### config.mk
export PLATFORM = sky130hd
export DESIGN_NAME = fed_flight_event_detector
export DESIGN_NICKNAME = d
export VERILOG_FILES = /design/src/hw/fed_pkg.sv /design/src/hw/fed_flight_event_detector.sv
export SDC_FILE = /design/constraint.sdc
export NUM_CORES = 2
export LEC_CHECK = 0
export BUFFER_PORTS_ARGS = -buffer_cell sky130_fd_sc_hd__buf_2
export CORE_MARGIN = 4
export CORE_UTILIZATION = 60
export DETAILED_ROUTE_END_ITERATION = 12
export PLACE_DENSITY = 0.82
export SLEW_MARGIN = 30
export SYNTH_ARGS = -nofsm -noshare
export SYNTH_HDL_FRONTEND = slang
export SYNTH_SLANG_ARGS = --single-unit
export TNS_END_PERCENT = 10
### constraint.sdc
create_clock -name mclk -period 15.4 [get_ports mclk]
set_input_delay 1.54 -clock mclk [delete_from_list [all_inputs] [get_ports mclk]]
set_output_delay 1.54 -clock mclk [all_outputs]
set_load 0.02 [all_outputs]
### src/hw/fed_pkg.sv
package fed_pkg;
  // ==========================================================
  // widths and counts
  localparam int PRESS_W = 24; // pressure, 0.01 hPa per lsb
  localparam int ACC_W = 16; // acceleration, signed mg
  localparam int ALT_W = 24; // altitude, signed feet
  localparam int SCALE_W = 16; // feet per lsb, 8 fraction bits
  localparam int SCALE_SHIFT = 8; // fraction bits of the scale
  localparam int AVG_DEPTH = 5; // samples in the pressure mean
  localparam int FILL_W = 3; // counts up to AVG_DEPTH
  localparam int APO_CNT_W = 4; // apogee counter width
  localparam logic [APO_CNT_W-1:0] APOGEE_HITS = 4'h5; // ticks to apogee
  localparam logic [1:0] BOOT_SETTLE = 2'h3; // cycles before strap capture
  localparam int EV_N = 5; // number of flight events

  // ==========================================================
  // thresholds
  localparam logic [PRESS_W-1:0] PRESS_TOL = 24'h00_000a; // 0.1 hPa
  localparam logic signed [ACC_W-1:0] LAUNCH_MG = 16'h05dc; // 1.5 g
  localparam logic signed [ALT_W-1:0] LAND_ALT_FT = 24'h00_000a; // 10 ft

  // ==========================================================
  // register map, byte offsets
  localparam int AXI_ADDR_W = 12;
  localparam logic [AXI_ADDR_W-1:0] OFS_CTRL = 12'h000;
  localparam logic [AXI_ADDR_W-1:0] OFS_ALT_THRESH = 12'h004;
  localparam logic [AXI_ADDR_W-1:0] OFS_ALT_REF = 12'h008;
  localparam logic [AXI_ADDR_W-1:0] OFS_ALT_SCALE = 12'h00c;
  localparam logic [AXI_ADDR_W-1:0] OFS_STATUS = 12'h010;
  localparam logic [AXI_ADDR_W-1:0] OFS_AVG_PRESS = 12'h014;
  localparam logic [AXI_ADDR_W-1:0] OFS_ALTITUDE = 12'h018;
  localparam logic [AXI_ADDR_W-1:0] OFS_MIN_PRESS = 12'h01c;
  localparam logic [AXI_ADDR_W-1:0] OFS_INT_STAT = 12'h020;
  localparam logic [AXI_ADDR_W-1:0] OFS_INT_MASK = 12'h024;
  localparam logic [AXI_ADDR_W-1:0] OFS_PEAK_ALT = 12'h028;
  localparam logic [AXI_ADDR_W-1:0] OFS_APO_CNT = 12'h02c;

  // ==========================================================
  // field positions and reset values
  localparam int CTRL_DESC_BIT = 0; // altitude event on the way down
  localparam int CTRL_LATE_BIT = 1; // landing by altitude
  localparam int CTRL_FLIGHT_BIT = 2; // boot into flight next time
  localparam int ST_FLIGHT_BIT = 0;
  localparam int ST_AVG_OK_BIT = 1;
  localparam int ST_BOOTED_BIT = 2;
  localparam int ST_EV_LSB = 8;
  localparam logic [PRESS_W-1:0] ALT_REF_RST = 24'h01_8bcd; // 1013.25 hPa
  localparam logic [SCALE_W-1:0] SCALE_RST = 16'h0046; // about 0.27 ft
  localparam logic [1:0] RESP_OKAY = 2'h0;
  localparam logic [1:0] RESP_SLVERR = 2'h2;

  // ==========================================================
  // types
  typedef enum logic {FED_IDLE, FED_FLIGHT} fed_mode_type;

  typedef struct packed {
    logic landing;
    logic alt_reached;
    logic apogee;
    logic burnout;
    logic launch;
  } fed_events_type;

  typedef struct packed {
    logic valid;
    logic [PRESS_W-1:0] value;
  } fed_press_type;

  typedef struct packed {
    logic valid;
    logic signed [ACC_W-1:0] x, y, z; // raw, gravity included
    logic signed [ACC_W-1:0] cx, cy, cz; // gravity removed
  } fed_accel_type;

  typedef struct packed {
    logic awvalid;
    logic [AXI_ADDR_W-1:0] awaddr;
    logic wvalid;
    logic [31:0] wdata;
    logic [3:0] wstrb;
    logic bready;
    logic arvalid;
    logic [AXI_ADDR_W-1:0] araddr;
    logic rready;
  } fed_axi_req_type;

  typedef struct packed {
    logic awready;
    logic wready;
    logic bvalid;
    logic [1:0] bresp;
    logic arready;
    logic rvalid;
    logic [31:0] rdata;
    logic [1:0] rresp;
  } fed_axi_rsp_type;
endpackage

### src/hw/fed_flight_event_detector.sv
`timescale 1ns/100ps
module fed_flight_event_detector
  import fed_pkg::*;
#(
  parameter logic [ACC_W-1:0] ZERO_TOL_MG = 16'h0000 // band counted as zero
) (
  input wire logic mclk,
  input wire logic rst_b,
  input wire logic flight_strap, // stored boot choice, asynchronous pin
  input wire fed_press_type press_in, // same-clock sensor front end
  input wire fed_accel_type accel_in, // same-clock sensor front end
  input wire fed_axi_req_type axi_req,
  output fed_axi_rsp_type axi_rsp,
  output fed_events_type events,
  output fed_mode_type mode,
  output logic flight_next_sel, // to be kept for the next power-up
  output logic avg_valid,
  output logic irq
);

  // ==========================================================
  // state
  typedef struct packed {
    logic [1:0] strap_sync; // two-stage strap synchroniser
    logic [1:0] settle; // wait for the synchroniser to fill
    logic booted;
    fed_mode_type mode;
    logic [AVG_DEPTH-1:0][PRESS_W-1:0] win; // pressure window
    logic [FILL_W-1:0] fill; // samples seen, saturating
    logic avg_ok;
    logic avg_upd; // new mean this cycle
    logic alt_upd; // new altitude this cycle
    logic [PRESS_W-1:0] avg;
    logic [PRESS_W-1:0] min_p;
    logic min_set;
    logic [APO_CNT_W-1:0] apo_cnt;
    logic signed [ALT_W-1:0] alt;
    logic signed [ALT_W-1:0] peak;
    fed_events_type ev;
    logic desc;
    logic late;
    logic flight_next;
    logic signed [ALT_W-1:0] thr;
    logic [PRESS_W-1:0] ref_p;
    logic [SCALE_W-1:0] scale;
    logic [EV_N-1:0] int_stat;
    logic [EV_N-1:0] int_mask;
    logic irq;
    logic aw_got;
    logic w_got;
    logic [AXI_ADDR_W-1:0] waddr;
    logic [31:0] wdata;
    logic [3:0] wstrb;
    logic awready;
    logic wready;
    logic bvalid;
    logic [1:0] bresp;
    logic arready;
    logic rvalid;
    logic [31:0] rdata;
    logic [1:0] rresp;
  } fed_state_type;

  fed_state_type s_reg; // registered state
  fed_state_type s_next; // next state

  // ==========================================================
  // functions

  // mean of the window
  function automatic logic [PRESS_W-1:0] win_mean(
    input logic [AVG_DEPTH-1:0][PRESS_W-1:0] w
  );
    logic [PRESS_W+FILL_W-1:0] sum;
    sum = '0;
    for (int i = 0; i < AVG_DEPTH; i++) begin
      sum = sum + (PRESS_W+FILL_W)'(w[i]);
    end
    return PRESS_W'(sum / (PRESS_W+FILL_W)'(AVG_DEPTH));
  endfunction

  // linear conversion around the reference pressure
  function automatic logic signed [ALT_W-1:0] alt_of(
    input logic [PRESS_W-1:0] p,
    input logic [PRESS_W-1:0] ref_p,
    input logic [SCALE_W-1:0] scale
  );
    logic signed [PRESS_W:0] diff;
    logic signed [PRESS_W+SCALE_W+1:0] prod;
    diff = $signed({1'b0, ref_p}) - $signed({1'b0, p});
    prod = diff * $signed({1'b0, scale});
    return ALT_W'(prod >>> SCALE_SHIFT);
  endfunction

  // magnitude within the zero band
  function automatic logic near_zero(input logic signed [ACC_W-1:0] a);
    logic [ACC_W-1:0] mag;
    mag = a[ACC_W-1] ? ACC_W'(-a) : ACC_W'(a);
    return mag <= ZERO_TOL_MG;
  endfunction

  // offset belongs to the register map
  function automatic logic mapped(input logic [AXI_ADDR_W-1:0] a);
    unique case (a)
      OFS_CTRL, OFS_ALT_THRESH, OFS_ALT_REF, OFS_ALT_SCALE, OFS_STATUS,
      OFS_AVG_PRESS, OFS_ALTITUDE, OFS_MIN_PRESS, OFS_INT_STAT,
      OFS_INT_MASK, OFS_PEAK_ALT, OFS_APO_CNT: return 1'b1;
      default: return 1'b0;
    endcase
  endfunction

  // byte-lane merge of a write into an old word
  function automatic logic [31:0] merge(
    input logic [31:0] old,
    input logic [31:0] data,
    input logic [3:0] strb
  );
    logic [31:0] r;
    r = old;
    for (int b = 0; b < 4; b++) begin
      if (strb[b]) begin
        r[b*8 +: 8] = data[b*8 +: 8];
      end
    end
    return r;
  endfunction

  // ==========================================================
  // next-state logic
  always_comb begin
    logic flight;
    logic [FILL_W-1:0] fill_n;
    logic [31:0] ctrl_w;
    logic [31:0] wv;
    logic [EV_N-1:0] w1c;
    fed_events_type hit;
    logic [31:0] rd;
    logic cfg_open; // configuration may still change
    flight = 1'b0;
    fill_n = '0;
    ctrl_w = '0;
    wv = '0;
    w1c = '0;
    hit = '0;
    rd = '0;
    cfg_open = 1'b0;
    s_next = s_reg;
    s_next.avg_upd = 1'b0;
    s_next.alt_upd = 1'b0;
    flight = (s_reg.mode == FED_FLIGHT);
    // reset wipes the setup, so a flight is armed on the pad before launch
    cfg_open = !flight || !s_reg.ev.launch;

    // strap capture once the synchroniser has settled
    s_next.strap_sync = {s_reg.strap_sync[0], flight_strap};
    if (!s_reg.booted) begin
      if (s_reg.settle == BOOT_SETTLE) begin
        s_next.booted = 1'b1;
        s_next.mode = s_reg.strap_sync[1] ? FED_FLIGHT : FED_IDLE;
      end else begin
        s_next.settle = s_reg.settle + 2'h1;
      end
    end

    // sliding window and its mean
    if (press_in.valid) begin
      s_next.win = {s_reg.win[AVG_DEPTH-2:0], press_in.value};
      fill_n = (s_reg.fill == FILL_W'(AVG_DEPTH)) ? s_reg.fill : s_reg.fill + 3'h1;
      s_next.fill = fill_n;
      s_next.avg = win_mean(s_next.win);
      s_next.avg_upd = 1'b1;
      if (fill_n == FILL_W'(AVG_DEPTH)) begin
        s_next.avg_ok = 1'b1;
      end
    end

    // altitude on each valid mean, apogee search only in flight once launch is seen
    if (s_reg.avg_upd && s_reg.avg_ok) begin
      s_next.alt = alt_of(s_reg.avg, s_reg.ref_p, s_reg.scale);
      s_next.alt_upd = 1'b1;
      if (flight && s_reg.ev.launch) begin
        if (!s_reg.min_set || s_reg.avg < s_reg.min_p) begin
          s_next.min_p = s_reg.avg;
          s_next.min_set = 1'b1;
        end
        if (s_reg.min_set && s_reg.avg > s_reg.min_p &&
            (s_reg.avg - s_reg.min_p) > PRESS_TOL) begin
          if (s_reg.apo_cnt != APOGEE_HITS) begin
            s_next.apo_cnt = s_reg.apo_cnt + 4'h1;
          end
        end else begin
          s_next.apo_cnt = '0;
        end
        if (s_next.apo_cnt == APOGEE_HITS) begin
          hit.apogee = 1'b1;
        end
      end
    end

    // altitude-based events
    if (s_reg.alt_upd && flight) begin
      if (s_reg.alt > s_reg.peak) begin
        s_next.peak = s_reg.alt;
      end
      if (s_reg.desc) begin
        hit.alt_reached = s_reg.ev.apogee && (s_reg.alt < s_reg.thr);
      end else begin
        hit.alt_reached = !s_reg.ev.apogee && (s_reg.alt > s_reg.thr);
      end
      if (s_reg.late && s_reg.ev.apogee && s_reg.alt < LAND_ALT_FT) begin
        hit.landing = 1'b1;
      end
    end

    // acceleration-based events
    if (accel_in.valid && flight) begin
      if (accel_in.y >= LAUNCH_MG) begin
        hit.launch = 1'b1;
      end
      if (s_reg.ev.launch && near_zero(accel_in.x) && near_zero(accel_in.y) &&
          near_zero(accel_in.z)) begin
        hit.burnout = 1'b1;
      end
      if (!s_reg.late && s_reg.ev.apogee && near_zero(accel_in.cx) &&
          near_zero(accel_in.cy) && near_zero(accel_in.cz)) begin
        hit.landing = 1'b1;
      end
    end

    // sticky flags, only ever set
    s_next.ev = s_reg.ev | hit;

    // bus write: address and data taken in either order
    if (axi_req.awvalid && s_reg.awready) begin
      s_next.aw_got = 1'b1;
      s_next.waddr = axi_req.awaddr;
    end
    if (axi_req.wvalid && s_reg.wready) begin
      s_next.w_got = 1'b1;
      s_next.wdata = axi_req.wdata;
      s_next.wstrb = axi_req.wstrb;
    end
    if (s_reg.bvalid && axi_req.bready) begin
      s_next.bvalid = 1'b0;
    end
    if (s_reg.aw_got && s_reg.w_got && !s_reg.bvalid) begin
      s_next.aw_got = 1'b0;
      s_next.w_got = 1'b0;
      s_next.bvalid = 1'b1;
      s_next.bresp = mapped(s_reg.waddr) ? RESP_OKAY : RESP_SLVERR;
      unique case (s_reg.waddr)
        // configuration takes writes until launch is seen
        OFS_CTRL: begin
          ctrl_w = '0;
          ctrl_w[CTRL_DESC_BIT] = s_reg.desc;
          ctrl_w[CTRL_LATE_BIT] = s_reg.late;
          ctrl_w[CTRL_FLIGHT_BIT] = s_reg.flight_next;
          wv = merge(ctrl_w, s_reg.wdata, s_reg.wstrb);
          if (cfg_open) begin
            s_next.desc = wv[CTRL_DESC_BIT];
            s_next.late = wv[CTRL_LATE_BIT];
            s_next.flight_next = wv[CTRL_FLIGHT_BIT];
          end
        end
        OFS_ALT_THRESH: begin
          wv = merge(32'(s_reg.thr), s_reg.wdata, s_reg.wstrb);
          if (cfg_open) begin
            s_next.thr = ALT_W'(wv);
          end
        end
        OFS_ALT_REF: begin
          wv = merge(32'(s_reg.ref_p), s_reg.wdata, s_reg.wstrb);
          if (cfg_open) begin
            s_next.ref_p = PRESS_W'(wv);
          end
        end
        OFS_ALT_SCALE: begin
          wv = merge(32'(s_reg.scale), s_reg.wdata, s_reg.wstrb);
          if (cfg_open) begin
            s_next.scale = SCALE_W'(wv);
          end
        end
        // interrupt bits clear on a written one
        OFS_INT_STAT: begin
          wv = merge(32'h0000_0000, s_reg.wdata, s_reg.wstrb);
          w1c = EV_N'(wv);
        end
        OFS_INT_MASK: begin
          wv = merge(32'(s_reg.int_mask), s_reg.wdata, s_reg.wstrb);
          s_next.int_mask = EV_N'(wv);
        end
        // read-only and unmapped offsets change nothing
        default: begin
          wv = '0;
        end
      endcase
    end
    s_next.awready = !s_next.aw_got && !s_next.bvalid;
    s_next.wready = !s_next.w_got && !s_next.bvalid;

    // interrupt status: a new event beats a clear
    s_next.int_stat = (s_reg.int_stat & ~w1c) | (s_next.ev & ~s_reg.ev);
    s_next.irq = |(s_next.int_stat & s_next.int_mask);

    // bus read
    if (s_reg.rvalid && axi_req.rready) begin
      s_next.rvalid = 1'b0;
    end
    if (axi_req.arvalid && s_reg.arready) begin
      unique case (axi_req.araddr)
        OFS_CTRL: begin
          rd[CTRL_DESC_BIT] = s_reg.desc;
          rd[CTRL_LATE_BIT] = s_reg.late;
          rd[CTRL_FLIGHT_BIT] = s_reg.flight_next;
        end
        OFS_ALT_THRESH: rd = 32'(s_reg.thr);
        OFS_ALT_REF: rd = 32'(s_reg.ref_p);
        OFS_ALT_SCALE: rd = 32'(s_reg.scale);
        OFS_STATUS: begin
          rd[ST_FLIGHT_BIT] = flight;
          rd[ST_AVG_OK_BIT] = s_reg.avg_ok;
          rd[ST_BOOTED_BIT] = s_reg.booted;
          rd[ST_EV_LSB +: EV_N] = s_reg.ev;
        end
        OFS_AVG_PRESS: rd = 32'(s_reg.avg);
        OFS_ALTITUDE: rd = 32'(s_reg.alt);
        OFS_MIN_PRESS: rd = 32'(s_reg.min_p);
        OFS_INT_STAT: rd = 32'(s_reg.int_stat);
        OFS_INT_MASK: rd = 32'(s_reg.int_mask);
        OFS_PEAK_ALT: rd = 32'(s_reg.peak);
        OFS_APO_CNT: rd = 32'(s_reg.apo_cnt);
        default: rd = '0; // unmapped reads zero
      endcase
      s_next.rdata = rd;
      s_next.rresp = mapped(axi_req.araddr) ? RESP_OKAY : RESP_SLVERR;
      s_next.rvalid = 1'b1;
    end
    s_next.arready = !s_next.rvalid;
  end

  // ==========================================================
  // state register
  always_ff @(posedge mclk or negedge rst_b) begin
    if (!rst_b) begin
      s_reg <= '0;
      s_reg.mode <= FED_IDLE;
      s_reg.ref_p <= ALT_REF_RST;
      s_reg.scale <= SCALE_RST;
    end else begin
      s_reg <= s_next;
    end
  end

  // ==========================================================
  // outputs, all straight from the state register
  assign axi_rsp.awready = s_reg.awready;
  assign axi_rsp.wready = s_reg.wready;
  assign axi_rsp.bvalid = s_reg.bvalid;
  assign axi_rsp.bresp = s_reg.bresp;
  assign axi_rsp.arready = s_reg.arready;
  assign axi_rsp.rvalid = s_reg.rvalid;
  assign axi_rsp.rdata = s_reg.rdata;
  assign axi_rsp.rresp = s_reg.rresp;
  assign events = s_reg.ev;
  assign mode = s_reg.mode;
  assign flight_next_sel = s_reg.flight_next;
  assign avg_valid = s_reg.avg_ok;
  assign irq = s_reg.irq;

endmodule

==> metrics.md <==
| Metric | Value |
|---|---|
| Detailed-router iteration count before antenna repair | `9` |
| Period utilisation layout | `about 90%` |
| Max FFs per register | `approximately 320` |
| # rows | `90` |
| Post-route ant nets | `0` |
| CTS Root Cell | `clkbuf_16` |
| I/O pin count | `between 200 and 250` |
| H-tree levels | `2` |
| Number of max-cap violations | `0` |
| Initial antenna violation count | `4` |
| Hold Buf Count CTS | `0` |
| Final Hold Vio Count | `0` |
| Clock Path Buffers | `3` |
| Synth area leaders | `dfrtp_1 (24%), fa_1 (20%), ha_1 (7.1%), inv_1 (6.0%), mux2_2 (5.9%)` |
| Crit path largest cell delay | `between 0.6 and 0.7 ns` |
| Crit end category | `flop` |
| Nets | `4,898` |
| Area Overhead vs Synth | `7.691%` |
| Area of the die | `approximately 66,000 um^2` |
| Largest net degree at the start of global routing | `between 100 and 150` |
| Die W | `256.1 um` |
| CTS tree | `yes` |
| GP Congestion | `around 0.95` |
| WP data required | `about 16 ns` |
| Yosys top cell by area | `dfrtp_1` |
| Worst EP arrival | `14.34 ns` |
| Sequential-to-total area share from yosys stat | `24.78%` |
| Num CTS Buffers | `38` |
| Run status | `finished, final reports clean` |
| CP dominant cell by count | `a211oi_1` |
| Worst skew pair latency | `0.59 ns` |
| Relative slew margins | `between 20% and 30%` |
| Slew Limit Fails | `0` |
| Fmax | `roughly 72 MHz` |
| Final setup TNS | `0 ns` |
| Clock Sinks | `365` |
| FFs w/ async S/R, synth | `between 90% and 100%` |
| Post-synth EDFFs | `0` |
| Gr ovfl total | `0` |
| Worst Tran Pin Value | `1.073 ns` |
| Post-CTS Setup Inserts | `0` |
| Layout cells sized above 1 | `15.09%` |
| Netlist cell types | `around 110` |
| Mapped cell area | `36,930 um^2` |
| Tmin final | `approximately 14 ns` |
| Core Box Area | `60,700 um^2` |
| RSZ-0062 raised after global routing | `false` |
| Post-CTS sizing | `0` |
| Crit-path max FO | `19` |
| Syn avg cell area | `9.148 um^2` |
| Crit Path Class | `in2reg` |
| Initial DRC count | `about 2,600` |
| Ys flop type | `dfrtp_1` |
| Layout Skew | `0.03596 ns` |
| Post-DP HPWL | `73.07 mm` |
| Starting Density | `60.85%` |
| Final setup violation count | `0` |
| Synthesized flop and latch total | `about 370` |
| IO buf count | `about 230` |
| Ys Warns | `0` |
| Slowest cell on crit path | `a2111oi_2` |
| Vias per cell | `just over 6` |
| First-pass GRT wire length | `155.7 mm` |
| Startpoint types | `primary input` |
| Drt wl/cell | `approximately 19 um` |
| Vias | `29,934` |
| CTS clk-pin slew, worst paths | `approximately 0.060 ns` |
| Number of global-route vias before repair | `approximately 30,000` |
| Hold crit path type | `reg2reg` |
| Global-route usage over all layers | `between 20 and 30%` |
| Die height | `256.1 um` |
| Final wirelength | `95.31 mm` |
| Synth top area share | `a little under a quarter` |
| Post-Syn Instances | `between 4,000 and 5,000` |
| Hold slack | `0.3480 ns` |
| # DRC | `0` |
## final timing paths
kind / start / endpoint / slack (ns) / cells past startpoint
max in group asynchronous: rst_b / s_reg[193] / 12.45 / 3
setup reg to reg: s_reg[283] / s_reg[251] / 2.27 / 38
hold / removal: s_next[406] / s_reg[406] / 0.35 / 0
setup / recovery: press_in[2] / s_reg[251] / 1.56 / 39
hold reg to reg: s_next[406] / s_reg[406] / 0.35 / 0
min in group asynchronous: rst_b / axi_rsp[34] / 0.97 / 1
## critical path: cells and delay by family
family / cells / cell delay, ns
compound gates: 24 / 7.81
buf+inv: 1 / 0.12
xor+xnor: 1 / 0.23
simple gates: 8 / 2.42
fa+ha+maj: 4 / 1.85
mux: 1 / 0.35
## layer usage
| metal | track usage [%] | vias to the layer above | wire (um) |
|---|---|---|---|
| met3 | 4.977 | 275 | 7415 |
| met4 | 12.37 | 0 | 4577 |
| met5 | 0 | - | 0 |
| li1 | - | 13704 | - |
| met1 | 37.66 | 14694 | 37460 |
| met2 | 47.61 | 1261 | 45870 |
## cells in the mapped netlist (all sizes together) (15+ instances only)
master,number
buf,84
a222oi,33
ha,209
a21o,45
a31oi,34
o22ai,15
nand2,504
a221oi,21
nand3,61
xnor2,88
o21bai,26
a22oi,17
a211oi,26
dfrtp,352
xor2,47
o211ai,22
nor2b,27
a22o,15
and2,125
mux2,196
nand4,35
o21a,22
o21ai,244
nor3,61
inv,587
mux2i,17
nand2b,35
a21oi,172
clkbuf,148
nor2,143
nor4,43
fa,372
## cells by family (layout without fill, tap and decap cells)
group	Yosys count	count (layout)	synth area share (%)
adders and majority gates	583	583	27.30
xor gates and xnor gates	135	135	3.202
buffers and inverters	819	937	8.982
other	1	6	0.01015
muxes	213	213	6.437
DFF	365	365	24.78
and+or+nand+nor	1108	1108	14.41
AOI/OAI and AO/OA	813	813	14.88
## stage by stage
stage / instance area, um^2 / setup slack [ns] / util (%) / instances
floorplan: 36930 / 3.036 / - / 4038
global placement: 38430 / 1.330 / 63.32 / 4869
detailed placement: 38440 / 1.214 / 63.33 / 4869
CTS: 39740 / 1.782 / 65.47 / 4938
global route: 39770 / 0.4717 / 65.52 / 4942
finish: 39770 / 1.563 / 65.52 / 4942
## cell usage in the layout (no fill, tap or decap), types with 42 or more instances in the layout
cell type and count:
nand2_1 503, buf_4 51, a21o_1 45, nor4_1 42, fa_1 372, inv_1 586, dfrtp_1 348, mux2_2 195
o21ai_0 221, nand3_1 60, ha_1 209, buf_2 226, and2_1 124, nor2_1 136, nor3_1 55, xnor2_1 80
xor2_1 44, a21oi_1 171
## area by class of cell
cell class / instances / area [um^2]
multi-input cells: 2854 / 24560
inverters: 587 / 2203
well taps: 782 / 978.4
clock inverters: 18 / 219.0
diodes: 4 / 10.01
fillers: 4763 / 20930
clock buffers: 51 / 1080
repair buffers: 281 / 1563
flip-flops and latches: 365 / 9155
Power is left out: the tool's default activity adds up to more than one toggle a clock period on the data nets, which glitch-free logic cannot reach.
